`config.mk`:
```
export PLATFORM = sky130hd
export DESIGN_NAME = pfio_port
export DESIGN_NICKNAME = d
export VERILOG_FILES = /design/src/pfio_pkg.sv /design/src/pfio_port.sv
export SDC_FILE = /design/constraint.sdc
export NUM_CORES = 1
export LEC_CHECK = 0
export ABC_CLOCK_PERIOD_IN_PS = 2580
export BUFFER_PORTS_ARGS = -buffer_cell sky130_fd_sc_hd__buf_2
export CORE_ASPECT_RATIO = 1.5
export CORE_UTILIZATION = 44
export DETAILED_ROUTE_END_ITERATION = 7
export GPL_ROUTABILITY_DRIVEN = 1
export PLACE_DENSITY_LB_ADDON = 0.25
export REMOVE_ABC_BUFFERS = 1
export SLEW_MARGIN = 25
export SYNTH_ARGS = -nofsm -noshare
export SYNTH_HDL_FRONTEND = slang
export SYNTH_SLANG_ARGS = --single-unit
```
`constraint.sdc`:
```
create_clock -name clk -period 2.58 [get_ports clk]
set_input_delay 0.645 -clock clk [delete_from_list [all_inputs] [get_ports clk]]
set_output_delay 0.645 -clock clk [all_outputs]
set_load 0.01 [all_outputs]
```
`src/pfio_pkg.sv`:
```
package pfio_pkg;
   // Byte addresses of the register words
   localparam logic [15:0] ADDR_DIR = 16'hfebe;
   localparam logic [15:0] ADDR_BCL = 16'hfed5;
   localparam logic [15:0] ADDR_SYS = 16'hff39;
   localparam logic [15:0] ADDR_FC1 = 16'hff45;
   localparam logic [15:0] ADDR_PIN = 16'hff5e;
   localparam logic [15:0] ADDR_LAT = 16'hff6e;
   localparam logic [15:0] ADDR_FC2 = 16'hffac;
   localparam logic [15:0] ADDR_MODE = 16'hff80;
   // Reset values and write masks
   localparam logic [7:0] RST_DIR_EXP = 8'h80;
   localparam logic [7:0] RST_DIR_SGL = 8'h00;
   localparam logic [7:0] RST_LAT = 8'h00;
   localparam logic [7:0] RST_BCL = 8'h3c;
   localparam logic [7:0] RST_SYS = 8'h01;
   localparam logic [7:0] RST_FC1 = 8'h0f;
   localparam logic [7:0] RST_FC2 = 8'h30;
   localparam logic [7:0] FC2_WMASK = 8'hf8;
   localparam logic [7:0] SYS_WMASK = 8'h3d;
   // Field positions
   localparam int FC1_CS5_SEL = 5;
   localparam int FC1_CS4_SEL = 4;
   localparam int FC2_CSA_EN = 4;
   localparam int FC2_AS_DIS = 3;
   localparam int SYS_LWR_DIS = 2;
   localparam int BCL_BRL_EN = 7;
   localparam int SBY_OUT_HOLD = 1;
   localparam int SBY_ENTER = 0;
   // Pin positions
   localparam int PIN_AS = 6;
   localparam int PIN_LWR = 3;
   localparam int PIN_CS5 = 1;
   localparam int PIN_CS4 = 0;
   // Operating mode, bus response codes and undefined read value
   localparam logic [2:0] MODE_SINGLE = 3'h7;
   localparam logic [1:0] RESP_OKAY = 2'h0;
   localparam logic [1:0] RESP_SLVERR = 2'h2;
   localparam logic [31:0] UNDEF_READ = 32'h0000_0000;
endpackage : pfio_pkg

```
`src/pfio_port.sv`:
```
`timescale 1ns/1ps
// Operation
// - Direction register is eight-bit write-only; reads return an undefined value
// - Reset sets direction to 80 in modes 4-6, 00 in mode 7
// - Software standby keeps direction, latch and pin-state contents
// - Standby control bit chooses hold or high-impedance for bus outputs in standby
// - Output latch is eight-bit read/write, cleared to 00 at reset
// - Pin-state register is read-only; writes ignored; output data via latch
// - Pin-state read gives latch where direction is 1, pin where 0
// - First function control register is read/write, resets to 0f
// - Pin 1 drives chip select 5 when enabled, no bus release, direction 1
// - Pin 0 drives chip select 4 when enabled, no bus release, direction 1
// - First-register bits 3..0 enable address lines 23..20, reset to 1
// - Bits 7, 6 select chip selects for port G; second bit 5 enables group
// - Second function control register resets to 30
// - Second-register bit 4 enables chip selects 2 to 5 in modes 4-6
// - Second-register bit 3 at 0 makes pin 6 the address strobe
// - Second-register bits 7,6 writable reserved; bits 2..0 read zero
// - System control holds mode, edge, strobe disable, RAM bits; resets to 01
// - Low write strobe disable at 0 puts low write strobe on pin 3
// - Bus release enable at 0 leaves request, grant, drop pins as ports
module pfio_port (
   // Clock, reset and operating mode
   input wire logic clk,
   input wire logic rst,
   input wire logic [2:0] op_mode,
   // Register bus
   input wire logic [31:0] s_axi_awaddr,
   input wire logic s_axi_awvalid,
   output logic s_axi_awready,
   input wire logic [31:0] s_axi_wdata,
   input wire logic [3:0] s_axi_wstrb,
   input wire logic s_axi_wvalid,
   output logic s_axi_wready,
   output logic [1:0] s_axi_bresp,
   output logic s_axi_bvalid,
   input wire logic s_axi_bready,
   input wire logic [31:0] s_axi_araddr,
   input wire logic s_axi_arvalid,
   output logic s_axi_arready,
   output logic [31:0] s_axi_rdata,
   output logic [1:0] s_axi_rresp,
   output logic s_axi_rvalid,
   input wire logic s_axi_rready,
   // Port pins
   input wire logic [7:0] pin_in,
   output logic [7:0] pin_out,
   output logic [7:0] pin_oe,
   // Bus controller strobes routed to pins
   input wire logic address_strobe,
   input wire logic low_write_strobe,
   input wire logic chip_select_four,
   input wire logic chip_select_five,
   // Control fields for neighbouring blocks
   output logic [3:0] addr_line_enable,
   output logic select_chip_one_or_seven,
   output logic select_chip_three_or_six,
   output logic chip_select_group_b_enable,
   output logic chip_select_group_a_enable,
   output logic bus_release_enable,
   output logic [7:0] system_control_bits,
   output logic standby_active
);
   // Register layouts, low byte of each word
   // Direction: one bit per pin, 1 drives the pin
   // Output latch: drive value for all eight pins
   // Pin state: latch or pin level, chosen per direction bit
   // Bus control low: bit 7 bus release enable
   // System control: bits 5, 4 interrupt mode, bit 3 edge select
   // System control: bit 2 low strobe disable, bit 0 RAM enable
   // Function one: bits 7, 6 port G chip select choice
   // Function one: bits 5, 4 chip selects 5 and 4 on pins 1, 0
   // Function one: bits 3..0 address lines 23..20
   // Function two: bits 7, 6 reserved but writable
   // Function two: bit 5 group b enable, bit 4 group a enable
   // Function two: bit 3 address strobe disable, bits 2..0 zero
   // Standby control: bit 0 enter standby, bit 1 hold bus outputs

   // Pin map in modes 4 to 6
   // Pin 6 carries the address strobe unless disabled
   // Pin 3 carries the low write strobe unless disabled
   // Pin 1 carries chip select 5 when selected and enabled
   // Pin 0 carries chip select 4 when selected and enabled
   // Every other pin, and all pins in mode 7, is a plain port
   // A changed chip select enable only moves pin 1 or 0 once its direction bit allows it
   // Bus release enable returns both chip select pins to plain port use

   // All state lives in one packed record, registered as a whole
   typedef struct packed {
      // Software registers
      logic [7:0] dir;
      logic [7:0] lat;
      logic [7:0] bcl;
      logic [7:0] sys;
      logic [7:0] fc1;
      logic [7:0] fc2;
      // Standby control and snapshots
      logic [1:0] sby;
      logic [7:0] pin_hold;
      logic [7:0] drv_hold;
      logic [7:0] oe_hold;
      // Reset sequencing and write channel
      logic init;
      logic aw_got;
      logic w_got;
      logic [15:0] aw_adr;
      logic [31:0] w_dat;
      logic [3:0] w_stb;
      // Response and read channel
      logic bvalid;
      logic [1:0] bresp;
      logic rvalid;
      logic [1:0] rresp;
      logic [31:0] rdata;
   } pfio_state_t;

   pfio_state_t st_ff;
   pfio_state_t nxt_st;
   logic expanded;
   logic [7:0] func_drv;
   logic [7:0] func_sel;
   logic [7:0] live_out;
   logic [7:0] live_oe;
   logic [7:0] pin_view;
   logic do_wr;
   logic [31:0] rd_word;
   logic rd_ok;

   // Byte lane merge of an 8-bit register in the low lane
   function automatic logic [7:0] pfio_merge(input logic [7:0] old_v, input logic [31:0] d,
                                             input logic [3:0] stb, input logic [7:0] wmask);
      pfio_merge = stb[0] ? ((old_v & ~wmask) | (d[7:0] & wmask)) : old_v;
   endfunction : pfio_merge

   // Word decode of a byte address
   function automatic logic pfio_hit(input logic [15:0] a, input logic [15:0] reg_a);
      pfio_hit = (a[15:2] == reg_a[15:2]);
   endfunction : pfio_hit

   assign expanded = (op_mode != pfio_pkg::MODE_SINGLE);

   // Bus function overrides per pin
   always_comb begin
      func_drv = 8'h00;
      func_sel = 8'h00;
      // Address strobe on pin 6
      if (expanded && !st_ff.fc2[pfio_pkg::FC2_AS_DIS]) begin
         func_sel[pfio_pkg::PIN_AS] = 1'b1;
         func_drv[pfio_pkg::PIN_AS] = address_strobe;
      end
      // Low write strobe on pin 3
      if (expanded && !st_ff.sys[pfio_pkg::SYS_LWR_DIS]) begin
         func_sel[pfio_pkg::PIN_LWR] = 1'b1;
         func_drv[pfio_pkg::PIN_LWR] = low_write_strobe;
      end
      // Chip select 5 on pin 1, only with release off and group a on
      if (expanded && st_ff.fc1[pfio_pkg::FC1_CS5_SEL] && !st_ff.bcl[pfio_pkg::BCL_BRL_EN]
          && st_ff.fc2[pfio_pkg::FC2_CSA_EN] && st_ff.dir[pfio_pkg::PIN_CS5]) begin
         func_sel[pfio_pkg::PIN_CS5] = 1'b1;
         func_drv[pfio_pkg::PIN_CS5] = chip_select_five;
      end
      // Chip select 4 on pin 0, same conditions
      if (expanded && st_ff.fc1[pfio_pkg::FC1_CS4_SEL] && !st_ff.bcl[pfio_pkg::BCL_BRL_EN]
          && st_ff.fc2[pfio_pkg::FC2_CSA_EN] && st_ff.dir[pfio_pkg::PIN_CS4]) begin
         func_sel[pfio_pkg::PIN_CS4] = 1'b1;
         func_drv[pfio_pkg::PIN_CS4] = chip_select_four;
      end
   end

   // Pin drive: bus function wins, else latch under direction
   always_comb begin
      live_out = (func_sel & func_drv) | (~func_sel & st_ff.lat);
      live_oe = func_sel | st_ff.dir;
   end

   // Standby: bus outputs hold or float, port pins keep their state
   // Drive values come from the snapshot taken on the entering edge
   // With hold off, only pins that carried a bus function are released
   // Port pins keep driving their latched level either way
   // Leaving standby returns every pin to its live value at once
   always_comb begin
      pin_out = st_ff.sby[pfio_pkg::SBY_ENTER] ? st_ff.drv_hold : live_out;
      pin_oe = live_oe;
      if (st_ff.sby[pfio_pkg::SBY_ENTER]) begin
         pin_oe = st_ff.sby[pfio_pkg::SBY_OUT_HOLD] ? st_ff.oe_hold : (st_ff.oe_hold & ~func_sel);
      end
   end

   // Pin-state view
   assign pin_view = st_ff.sby[pfio_pkg::SBY_ENTER] ? st_ff.pin_hold
                     : ((st_ff.dir & st_ff.lat) | (~st_ff.dir & pin_in));

   // Write fires once both halves are held and no response is pending
   // Register update and response share one edge
   assign do_wr = st_ff.aw_got && st_ff.w_got && !st_ff.bvalid;

   // Read data selection by word address; unmapped words answer with an error
   always_comb begin
      rd_word = 32'h0000_0000;
      rd_ok = 1'b1;
      unique case (1'b1)
         pfio_hit(s_axi_araddr[15:0], pfio_pkg::ADDR_DIR): begin
            rd_word = pfio_pkg::UNDEF_READ;
         end
         pfio_hit(s_axi_araddr[15:0], pfio_pkg::ADDR_LAT): begin
            rd_word[7:0] = st_ff.lat;
         end
         pfio_hit(s_axi_araddr[15:0], pfio_pkg::ADDR_PIN): begin
            rd_word[7:0] = pin_view;
         end
         pfio_hit(s_axi_araddr[15:0], pfio_pkg::ADDR_BCL): begin
            rd_word[7:0] = st_ff.bcl;
         end
         pfio_hit(s_axi_araddr[15:0], pfio_pkg::ADDR_SYS): begin
            rd_word[7:0] = st_ff.sys;
         end
         pfio_hit(s_axi_araddr[15:0], pfio_pkg::ADDR_FC1): begin
            rd_word[7:0] = st_ff.fc1;
         end
         pfio_hit(s_axi_araddr[15:0], pfio_pkg::ADDR_FC2): begin
            rd_word[7:0] = st_ff.fc2;
         end
         pfio_hit(s_axi_araddr[15:0], pfio_pkg::ADDR_MODE): begin
            rd_word[1:0] = st_ff.sby;
         end
         default: begin
            rd_ok = 1'b0;
         end
      endcase
   end

   // Register bus timing
   // Write address and data are taken in either order, each while its ready is high
   // The edge after both are held updates the register and raises the response
   // The response stands until the master's ready is seen with it
   // One write is held at a time; address and data readies return high on the update edge
   // A read is taken while no read response is pending
   // Read data and status are captured on the taking edge and stand until accepted
   // Reads of the pin state reflect the level at the taking edge, the same edge that raises the answer
   // Only the low byte lane carries register data; upper lanes read zero
   // The first edge after reset loads the mode-dependent direction value
   // Standby snapshots follow the live pins until standby is entered

   // Next state
   always_comb begin
      nxt_st = st_ff;
      if (!st_ff.init) begin
         nxt_st.init = 1'b1;
         nxt_st.dir = expanded ? pfio_pkg::RST_DIR_EXP : pfio_pkg::RST_DIR_SGL;
      end
      if (!st_ff.sby[pfio_pkg::SBY_ENTER]) begin
         nxt_st.pin_hold = pin_view;
         nxt_st.drv_hold = live_out;
         nxt_st.oe_hold = live_oe;
      end
      // Write address and data taken in either order
      if (s_axi_awvalid && !st_ff.aw_got) begin
         nxt_st.aw_got = 1'b1;
         nxt_st.aw_adr = s_axi_awaddr[15:0];
      end
      if (s_axi_wvalid && !st_ff.w_got) begin
         nxt_st.w_got = 1'b1;
         nxt_st.w_dat = s_axi_wdata;
         nxt_st.w_stb = s_axi_wstrb;
      end
      if (st_ff.bvalid && s_axi_bready) begin
         nxt_st.bvalid = 1'b0;
      end
      if (do_wr) begin
         nxt_st.aw_got = 1'b0;
         nxt_st.w_got = 1'b0;
         nxt_st.bvalid = 1'b1;
         nxt_st.bresp = pfio_pkg::RESP_OKAY;
         unique case (1'b1)
            pfio_hit(st_ff.aw_adr, pfio_pkg::ADDR_DIR): begin
               // Direction takes every bit
               nxt_st.dir = pfio_merge(st_ff.dir, st_ff.w_dat, st_ff.w_stb, 8'hff);
            end
            pfio_hit(st_ff.aw_adr, pfio_pkg::ADDR_LAT): begin
               // Latch takes every bit
               nxt_st.lat = pfio_merge(st_ff.lat, st_ff.w_dat, st_ff.w_stb, 8'hff);
            end
            pfio_hit(st_ff.aw_adr, pfio_pkg::ADDR_BCL): begin
               // Bus control low takes every bit
               nxt_st.bcl = pfio_merge(st_ff.bcl, st_ff.w_dat, st_ff.w_stb, 8'hff);
            end
            pfio_hit(st_ff.aw_adr, pfio_pkg::ADDR_SYS): begin
               // Bits outside the mask keep their value
               nxt_st.sys = pfio_merge(st_ff.sys, st_ff.w_dat, st_ff.w_stb,
                                       pfio_pkg::SYS_WMASK);
            end
            pfio_hit(st_ff.aw_adr, pfio_pkg::ADDR_FC1): begin
               // Every bit writable
               nxt_st.fc1 = pfio_merge(st_ff.fc1, st_ff.w_dat, st_ff.w_stb, 8'hff);
            end
            pfio_hit(st_ff.aw_adr, pfio_pkg::ADDR_FC2): begin
               // Bits 2..0 stay zero
               nxt_st.fc2 = pfio_merge(st_ff.fc2, st_ff.w_dat, st_ff.w_stb,
                                       pfio_pkg::FC2_WMASK);
            end
            pfio_hit(st_ff.aw_adr, pfio_pkg::ADDR_MODE): begin
               // Standby control, low lane only
               nxt_st.sby = st_ff.w_stb[0] ? st_ff.w_dat[1:0] : st_ff.sby;
            end
            pfio_hit(st_ff.aw_adr, pfio_pkg::ADDR_PIN): begin
               // Pin state drops the data but still answers okay
            end
            default: begin
               // Unmapped word
               nxt_st.bresp = pfio_pkg::RESP_SLVERR;
            end
         endcase
      end
      // Read channel
      if (st_ff.rvalid && s_axi_rready) begin
         nxt_st.rvalid = 1'b0;
      end
      if (s_axi_arvalid && !st_ff.rvalid) begin
         nxt_st.rvalid = 1'b1;
         nxt_st.rresp = rd_ok ? pfio_pkg::RESP_OKAY : pfio_pkg::RESP_SLVERR;
         nxt_st.rdata = rd_word;
      end
   end

   // State register; reset loads constants, mode-dependent direction one cycle later
   always_ff @(posedge clk) begin
      if (rst) begin
         // Clear everything, then load the documented reset values
         // Direction stays zero here and follows the mode one edge later
         st_ff <= '0;
         st_ff.lat <= pfio_pkg::RST_LAT;
         st_ff.bcl <= pfio_pkg::RST_BCL;
         st_ff.sys <= pfio_pkg::RST_SYS;
         st_ff.fc1 <= pfio_pkg::RST_FC1;
         st_ff.fc2 <= pfio_pkg::RST_FC2;
      end else begin
         st_ff <= nxt_st;
      end
   end

   // Handshake and control outputs
   assign s_axi_awready = !st_ff.aw_got;
   assign s_axi_wready = !st_ff.w_got;
   assign s_axi_bvalid = st_ff.bvalid;
   assign s_axi_bresp = st_ff.bresp;
   assign s_axi_arready = !st_ff.rvalid;
   assign s_axi_rvalid = st_ff.rvalid;
   assign s_axi_rresp = st_ff.rresp;
   assign s_axi_rdata = st_ff.rdata;
   // Function control fields, passed straight out except group a, which is gated by mode
   assign addr_line_enable = st_ff.fc1[3:0];
   assign select_chip_one_or_seven = st_ff.fc1[7];
   assign select_chip_three_or_six = st_ff.fc1[6];
   assign chip_select_group_b_enable = st_ff.fc2[5];
   assign chip_select_group_a_enable = st_ff.fc2[pfio_pkg::FC2_CSA_EN] && expanded;
   // Bus, system and standby fields
   assign bus_release_enable = st_ff.bcl[pfio_pkg::BCL_BRL_EN];
   assign system_control_bits = st_ff.sys;
   assign standby_active = st_ff.sby[pfio_pkg::SBY_ENTER];
endmodule : pfio_port

```
==> reports/results.md <==
## Synthesis
• post-synthesis sequential area ratio: 41.7%
• number of flops mapped to enable cells by yosys: 0
• synthesized area divided by synthesized cell count: 8.71 sq um
• Ys Warns: 0
• number of distinct library cell variants in the gate-level netlist after synthesis: 59
• async set or reset register ratio after synthesis: 0%
• synthesized flop and latch total: 106
• Post-Synthesis Cells: 585
• post-synthesis instance area: 5090 sq um
• prevailing post-synth register cell: sky130_fd_sc_hd__dfxtp_1

## Detailed routing
• iteration count of the initial detailed-routing pass: 6
• number of design rule violations left after detail routing: 0
• wire length per cell: 16.4 microns
• per-cell via count in the routed design: 5.29
• total via count in the routed design: 4355
• antenna violation net count after detailed routing: 0
• DRC violation total after the first TritonRoute iteration: 228
• total wire length after detailed routing: 13500 microns

## Placed design
• port buffer count: 104
• pre-CTS setup slack: -0.240 ns
• Post-DP HPWL: 10200 microns
• area post-placement: 5570 sq um
• final weighted congestion in routability-driven placement: 0.894

## Floorplan
• starting density of the core: 45.6%
• placeable core region: 11200 sq um
• number of top-level pins: 197
• Die Outline Area: 12000 sq um
• Die Span Y: 134 microns
• die extent in x: 89.9 microns
• row count: 47

## STA
• relative slew slack: 51.4%
• number of max-slew violations in the final report: 0
• RSZ-0062 raised after global routing: yes
• Final TNS setup: 0 ns
• Finish-stage setup viols: 0
• worst slack on hold paths: 0.456 ns
• final-report hold violation count: 0
• final worst path period need: 2.57 ns
• highest attainable clock frequency: 390 MHz
• slew at the pin closest to its max-slew limit: 0.723 ns
• final period utilization: 99.5%
• slack of the critical path: 0.0134 ns
• final setup skew: 0.00964 ns

## Min path
• type of the most critical hold path: flip-flop to flip-flop

## Layout
• post-route cell area: 5910 sq um
• relative area change from synthesis to final layout: 16.1%
• share of layout cells above drive strength 1: 25.0%
• count of inserted antenna diode cells: 0
• Seq. cell area: 2120 sq um
• count of fill cells added during filler insertion: 1071
• footprint of the multi-input gates: 2600 sq um
• nets@finish: 795

## Critical path
• Startpoint Class: input port
• Worst Path Arrival: 1.92 ns
• top fanout value on the critical path: 4
• path type of the worst setup path: input port to primary output
• kind of capture point of the worst setup path: primary output
• data required time at the worst endpoint: 1.93 ns

## Global routing
• initial antenna violation count: 0
• number of global-route vias before repair: 4063
• largest net degree at the start of global routing: 29
• wire length of the first global-routing pass: 20900 microns
• overflow left after global routing: 0
• aggregate global-route resource usage: 22.5%

## Clock tree
• clock transition at the registers of the reported paths: 0.07 ns
• sinks on the clock net: 106
• TritonCTS clock tree: done
• Root Driver: sky130_fd_sc_hd__clkbuf_16
• clock insertion delay at the later pin of the skew report: 0.36 ns
• CTS buffer count: 9
• buffers from clock root to sink, at most: 2
• # H-tree levels: 3

## Status
• run status: complete, no violations

## Pwr
• static leakage: 2.73 nW
• power density normalized to cell area: 578 nW/um^2
• worst vdd ir: 0.364 mV

## Flow run
• Maximum Capacitance Violations: 0

[state kept, by name, summed over array words and instances (netlist names)]
name / count
s_axi_bvalid: 1
system_control_bits: 5
s_axi_bresp: 1
standby_active: 1
s_axi_rdata: 8
select_chip_three_or_six: 1
addr_line_enable: 4
bus_release_enable: 1
s_axi_rvalid: 1
s_axi_rresp: 1
chip_select_group_b_enable: 1
st_ff: 80
select_chip_one_or_seven: 1
[critical path: stages]
cell and delay (ns):
sky130_fd_sc_hd__buf_6 0.09, sky130_fd_sc_hd__and3_4 0.18, sky130_fd_sc_hd__or3b_4 0.42, sky130_fd_sc_hd__nor2_4 0.11, sky130_fd_sc_hd__mux2i_2 0.23, sky130_fd_sc_hd__a21oi_1 0.08, sky130_fd_sc_hd__buf_2 0.15
[through the flow]
stage | utilization, % | std cells | power [mW]
6_report | 52.9 | 824 | 3.42
5_1_grt | 52.9 | 824 | 3.54
4_1_cts | 52.8 | 824 | 3.45
3_5_place_dp | 49.9 | 808 | 2.05
3_3_place_gp | 49.9 | 808 | 2.04
2_1_floorplan | - | 539 | 1.90
[Yosys cell counts (2+ instances only)]
cell type / number / share of area (%)
sky130_fd_sc_hd__dfxtp_1: 106 / 42
sky130_fd_sc_hd__nand2_1: 88 / 6.5
sky130_fd_sc_hd__nor2_1: 63 / 4.6
sky130_fd_sc_hd__buf_4: 51 / 7.5
sky130_fd_sc_hd__mux2i_1: 46 / 9.0
sky130_fd_sc_hd__a21oi_1: 38 / 3.7
sky130_fd_sc_hd__clkbuf_1: 20 / 1.5
sky130_fd_sc_hd__o21ai_0: 15 / 1.5
sky130_fd_sc_hd__and2_1: 14 / 1.7
sky130_fd_sc_hd__mux2_2: 13 / 2.9
sky130_fd_sc_hd__a22o_1: 10 / 1.7
sky130_fd_sc_hd__nor3_1: 10 / 0.98
sky130_fd_sc_hd__nand3_1: 9 / 0.88
sky130_fd_sc_hd__a32oi_1: 7 / 1.2
sky130_fd_sc_hd__nor2b_1: 7 / 0.86
sky130_fd_sc_hd__a22oi_1: 6 / 0.88
sky130_fd_sc_hd__inv_1: 6 / 0.44
sky130_fd_sc_hd__and4b_1: 5 / 0.98
sky130_fd_sc_hd__a31oi_1: 4 / 0.49
sky130_fd_sc_hd__a211oi_1: 3 / 0.44
sky130_fd_sc_hd__a221oi_1: 3 / 0.52
sky130_fd_sc_hd__and3_1: 3 / 0.37
sky130_fd_sc_hd__buf_1: 3 / 0.22
sky130_fd_sc_hd__nand3b_1: 3 / 0.44
sky130_fd_sc_hd__nand4b_1: 3 / 0.52
sky130_fd_sc_hd__nor4_1: 3 / 0.37
sky130_fd_sc_hd__o31ai_1: 3 / 0.44
sky130_fd_sc_hd__or3_1: 3 / 0.37
sky130_fd_sc_hd__or3b_2: 3 / 0.52
sky130_fd_sc_hd__and4_1: 2 / 0.34
sky130_fd_sc_hd__nand3_2: 2 / 0.39
sky130_fd_sc_hd__nand4_1: 2 / 0.25
sky130_fd_sc_hd__nand4_2: 2 / 0.49
sky130_fd_sc_hd__o21bai_1: 2 / 0.29
sky130_fd_sc_hd__o2bb2ai_1: 2 / 0.34
sky130_fd_sc_hd__or4_1: 2 / 0.29
[report_power, final]
group | leakage, nW | internal [mW] | switching [mW]
combinational | 1.72 | 0.114 | 0.171
sequential | 0.864 | 1.68 | 0.0487
clock | 0.147 | 0.782 | 0.621
total | 2.73 | 2.58 | 0.840
[final cells by class]
cell class | instances | share of cell area [%]
multi-input cells | 426 | 44.0
clock inverters | 5 | 1.06
well taps | 147 | 3.11
clock buffers | 10 | 4.04
inverters | 7 | 0.444
flip-flops and latches | 106 | 35.9
repair buffers | 123 | 11.4
[timing repair]
item                       CTS  global route
cloned                       0             0
hold buffers                 0             0
setup endpoints to repair    2             2
hold endpoints to repair     0             0
gates resized for setup      7             2
buffers inserted             1             0
pin swaps                    5             2
[layer usage]
layer  share of wire (%)  wire [microns]  up-vias  track usage [%]
met3                 4.5             604       27             4.20
met4                 2.7             364        0             9.68
li1                    -               -     2162                -
met1                  40            5430     2019             24.6
met5                   0               0        -                0
met2                  53            7110      147             42.1
[final timing paths]
path / from / to / slack [ns] / depth (start not counted)
worst max-delay path: op_mode[0] / pin_out[0] / 0.01 / 7
worst min-delay path: st_ff[87] / st_ff[87] / 0.46 / 2
worst max register to register: st_ff[77] / st_ff[165] / 0.41 / 5
worst min register to register: st_ff[87] / st_ff[87] / 0.46 / 2
[placed cells by master (no fill, tap or decap), drive strengths merged, types with 2 or more instances in the layout]
cell / netlist / layout
clkbuf: 20 / 10
inv: 6 / 8
nor2b: 7 / 7
nand2: 88 / 88
mux2i: 46 / 46
a211oi: 3 / 3
a31oi: 4 / 4
nand3: 11 / 11
nor3: 10 / 10
o21ai: 15 / 15
nor2: 63 / 63
and3: 3 / 3
clkinv: 1 / 2
or3: 4 / 4
nand4: 4 / 4
conb: 1 / 29
buf: 54 / 123
a32oi: 7 / 7
and4b: 5 / 5
o21bai: 2 / 2
dfxtp: 106 / 106
a221oi: 3 / 3
a21oi: 39 / 39
nand4b: 3 / 3
nor4: 5 / 5
and4: 2 / 2
or4: 2 / 2
o31ai: 3 / 3
and2: 14 / 14
or3b: 3 / 3
mux2: 13 / 13
nand3b: 4 / 4
a22oi: 6 / 6
a22o: 10 / 10
o2bb2ai: 2 / 2
[cell families after synthesis]
| logic type | after synthesis | synth area share, % |
|---|---|---|
| AND/OR/NAND/NOR | 233 | 23.0 |
| flip-flops | 106 | 41.7 |
| AO/OA/AOI/OAI | 103 | 13.3 |
| buffers and inverters | 81 | 9.72 |
| multiplexers | 59 | 11.9 |
| XOR/XNOR | 2 | 0.344 |
| other | 1 | 0.0736 |
Note: power is estimated with default switching activity, not from simulation.
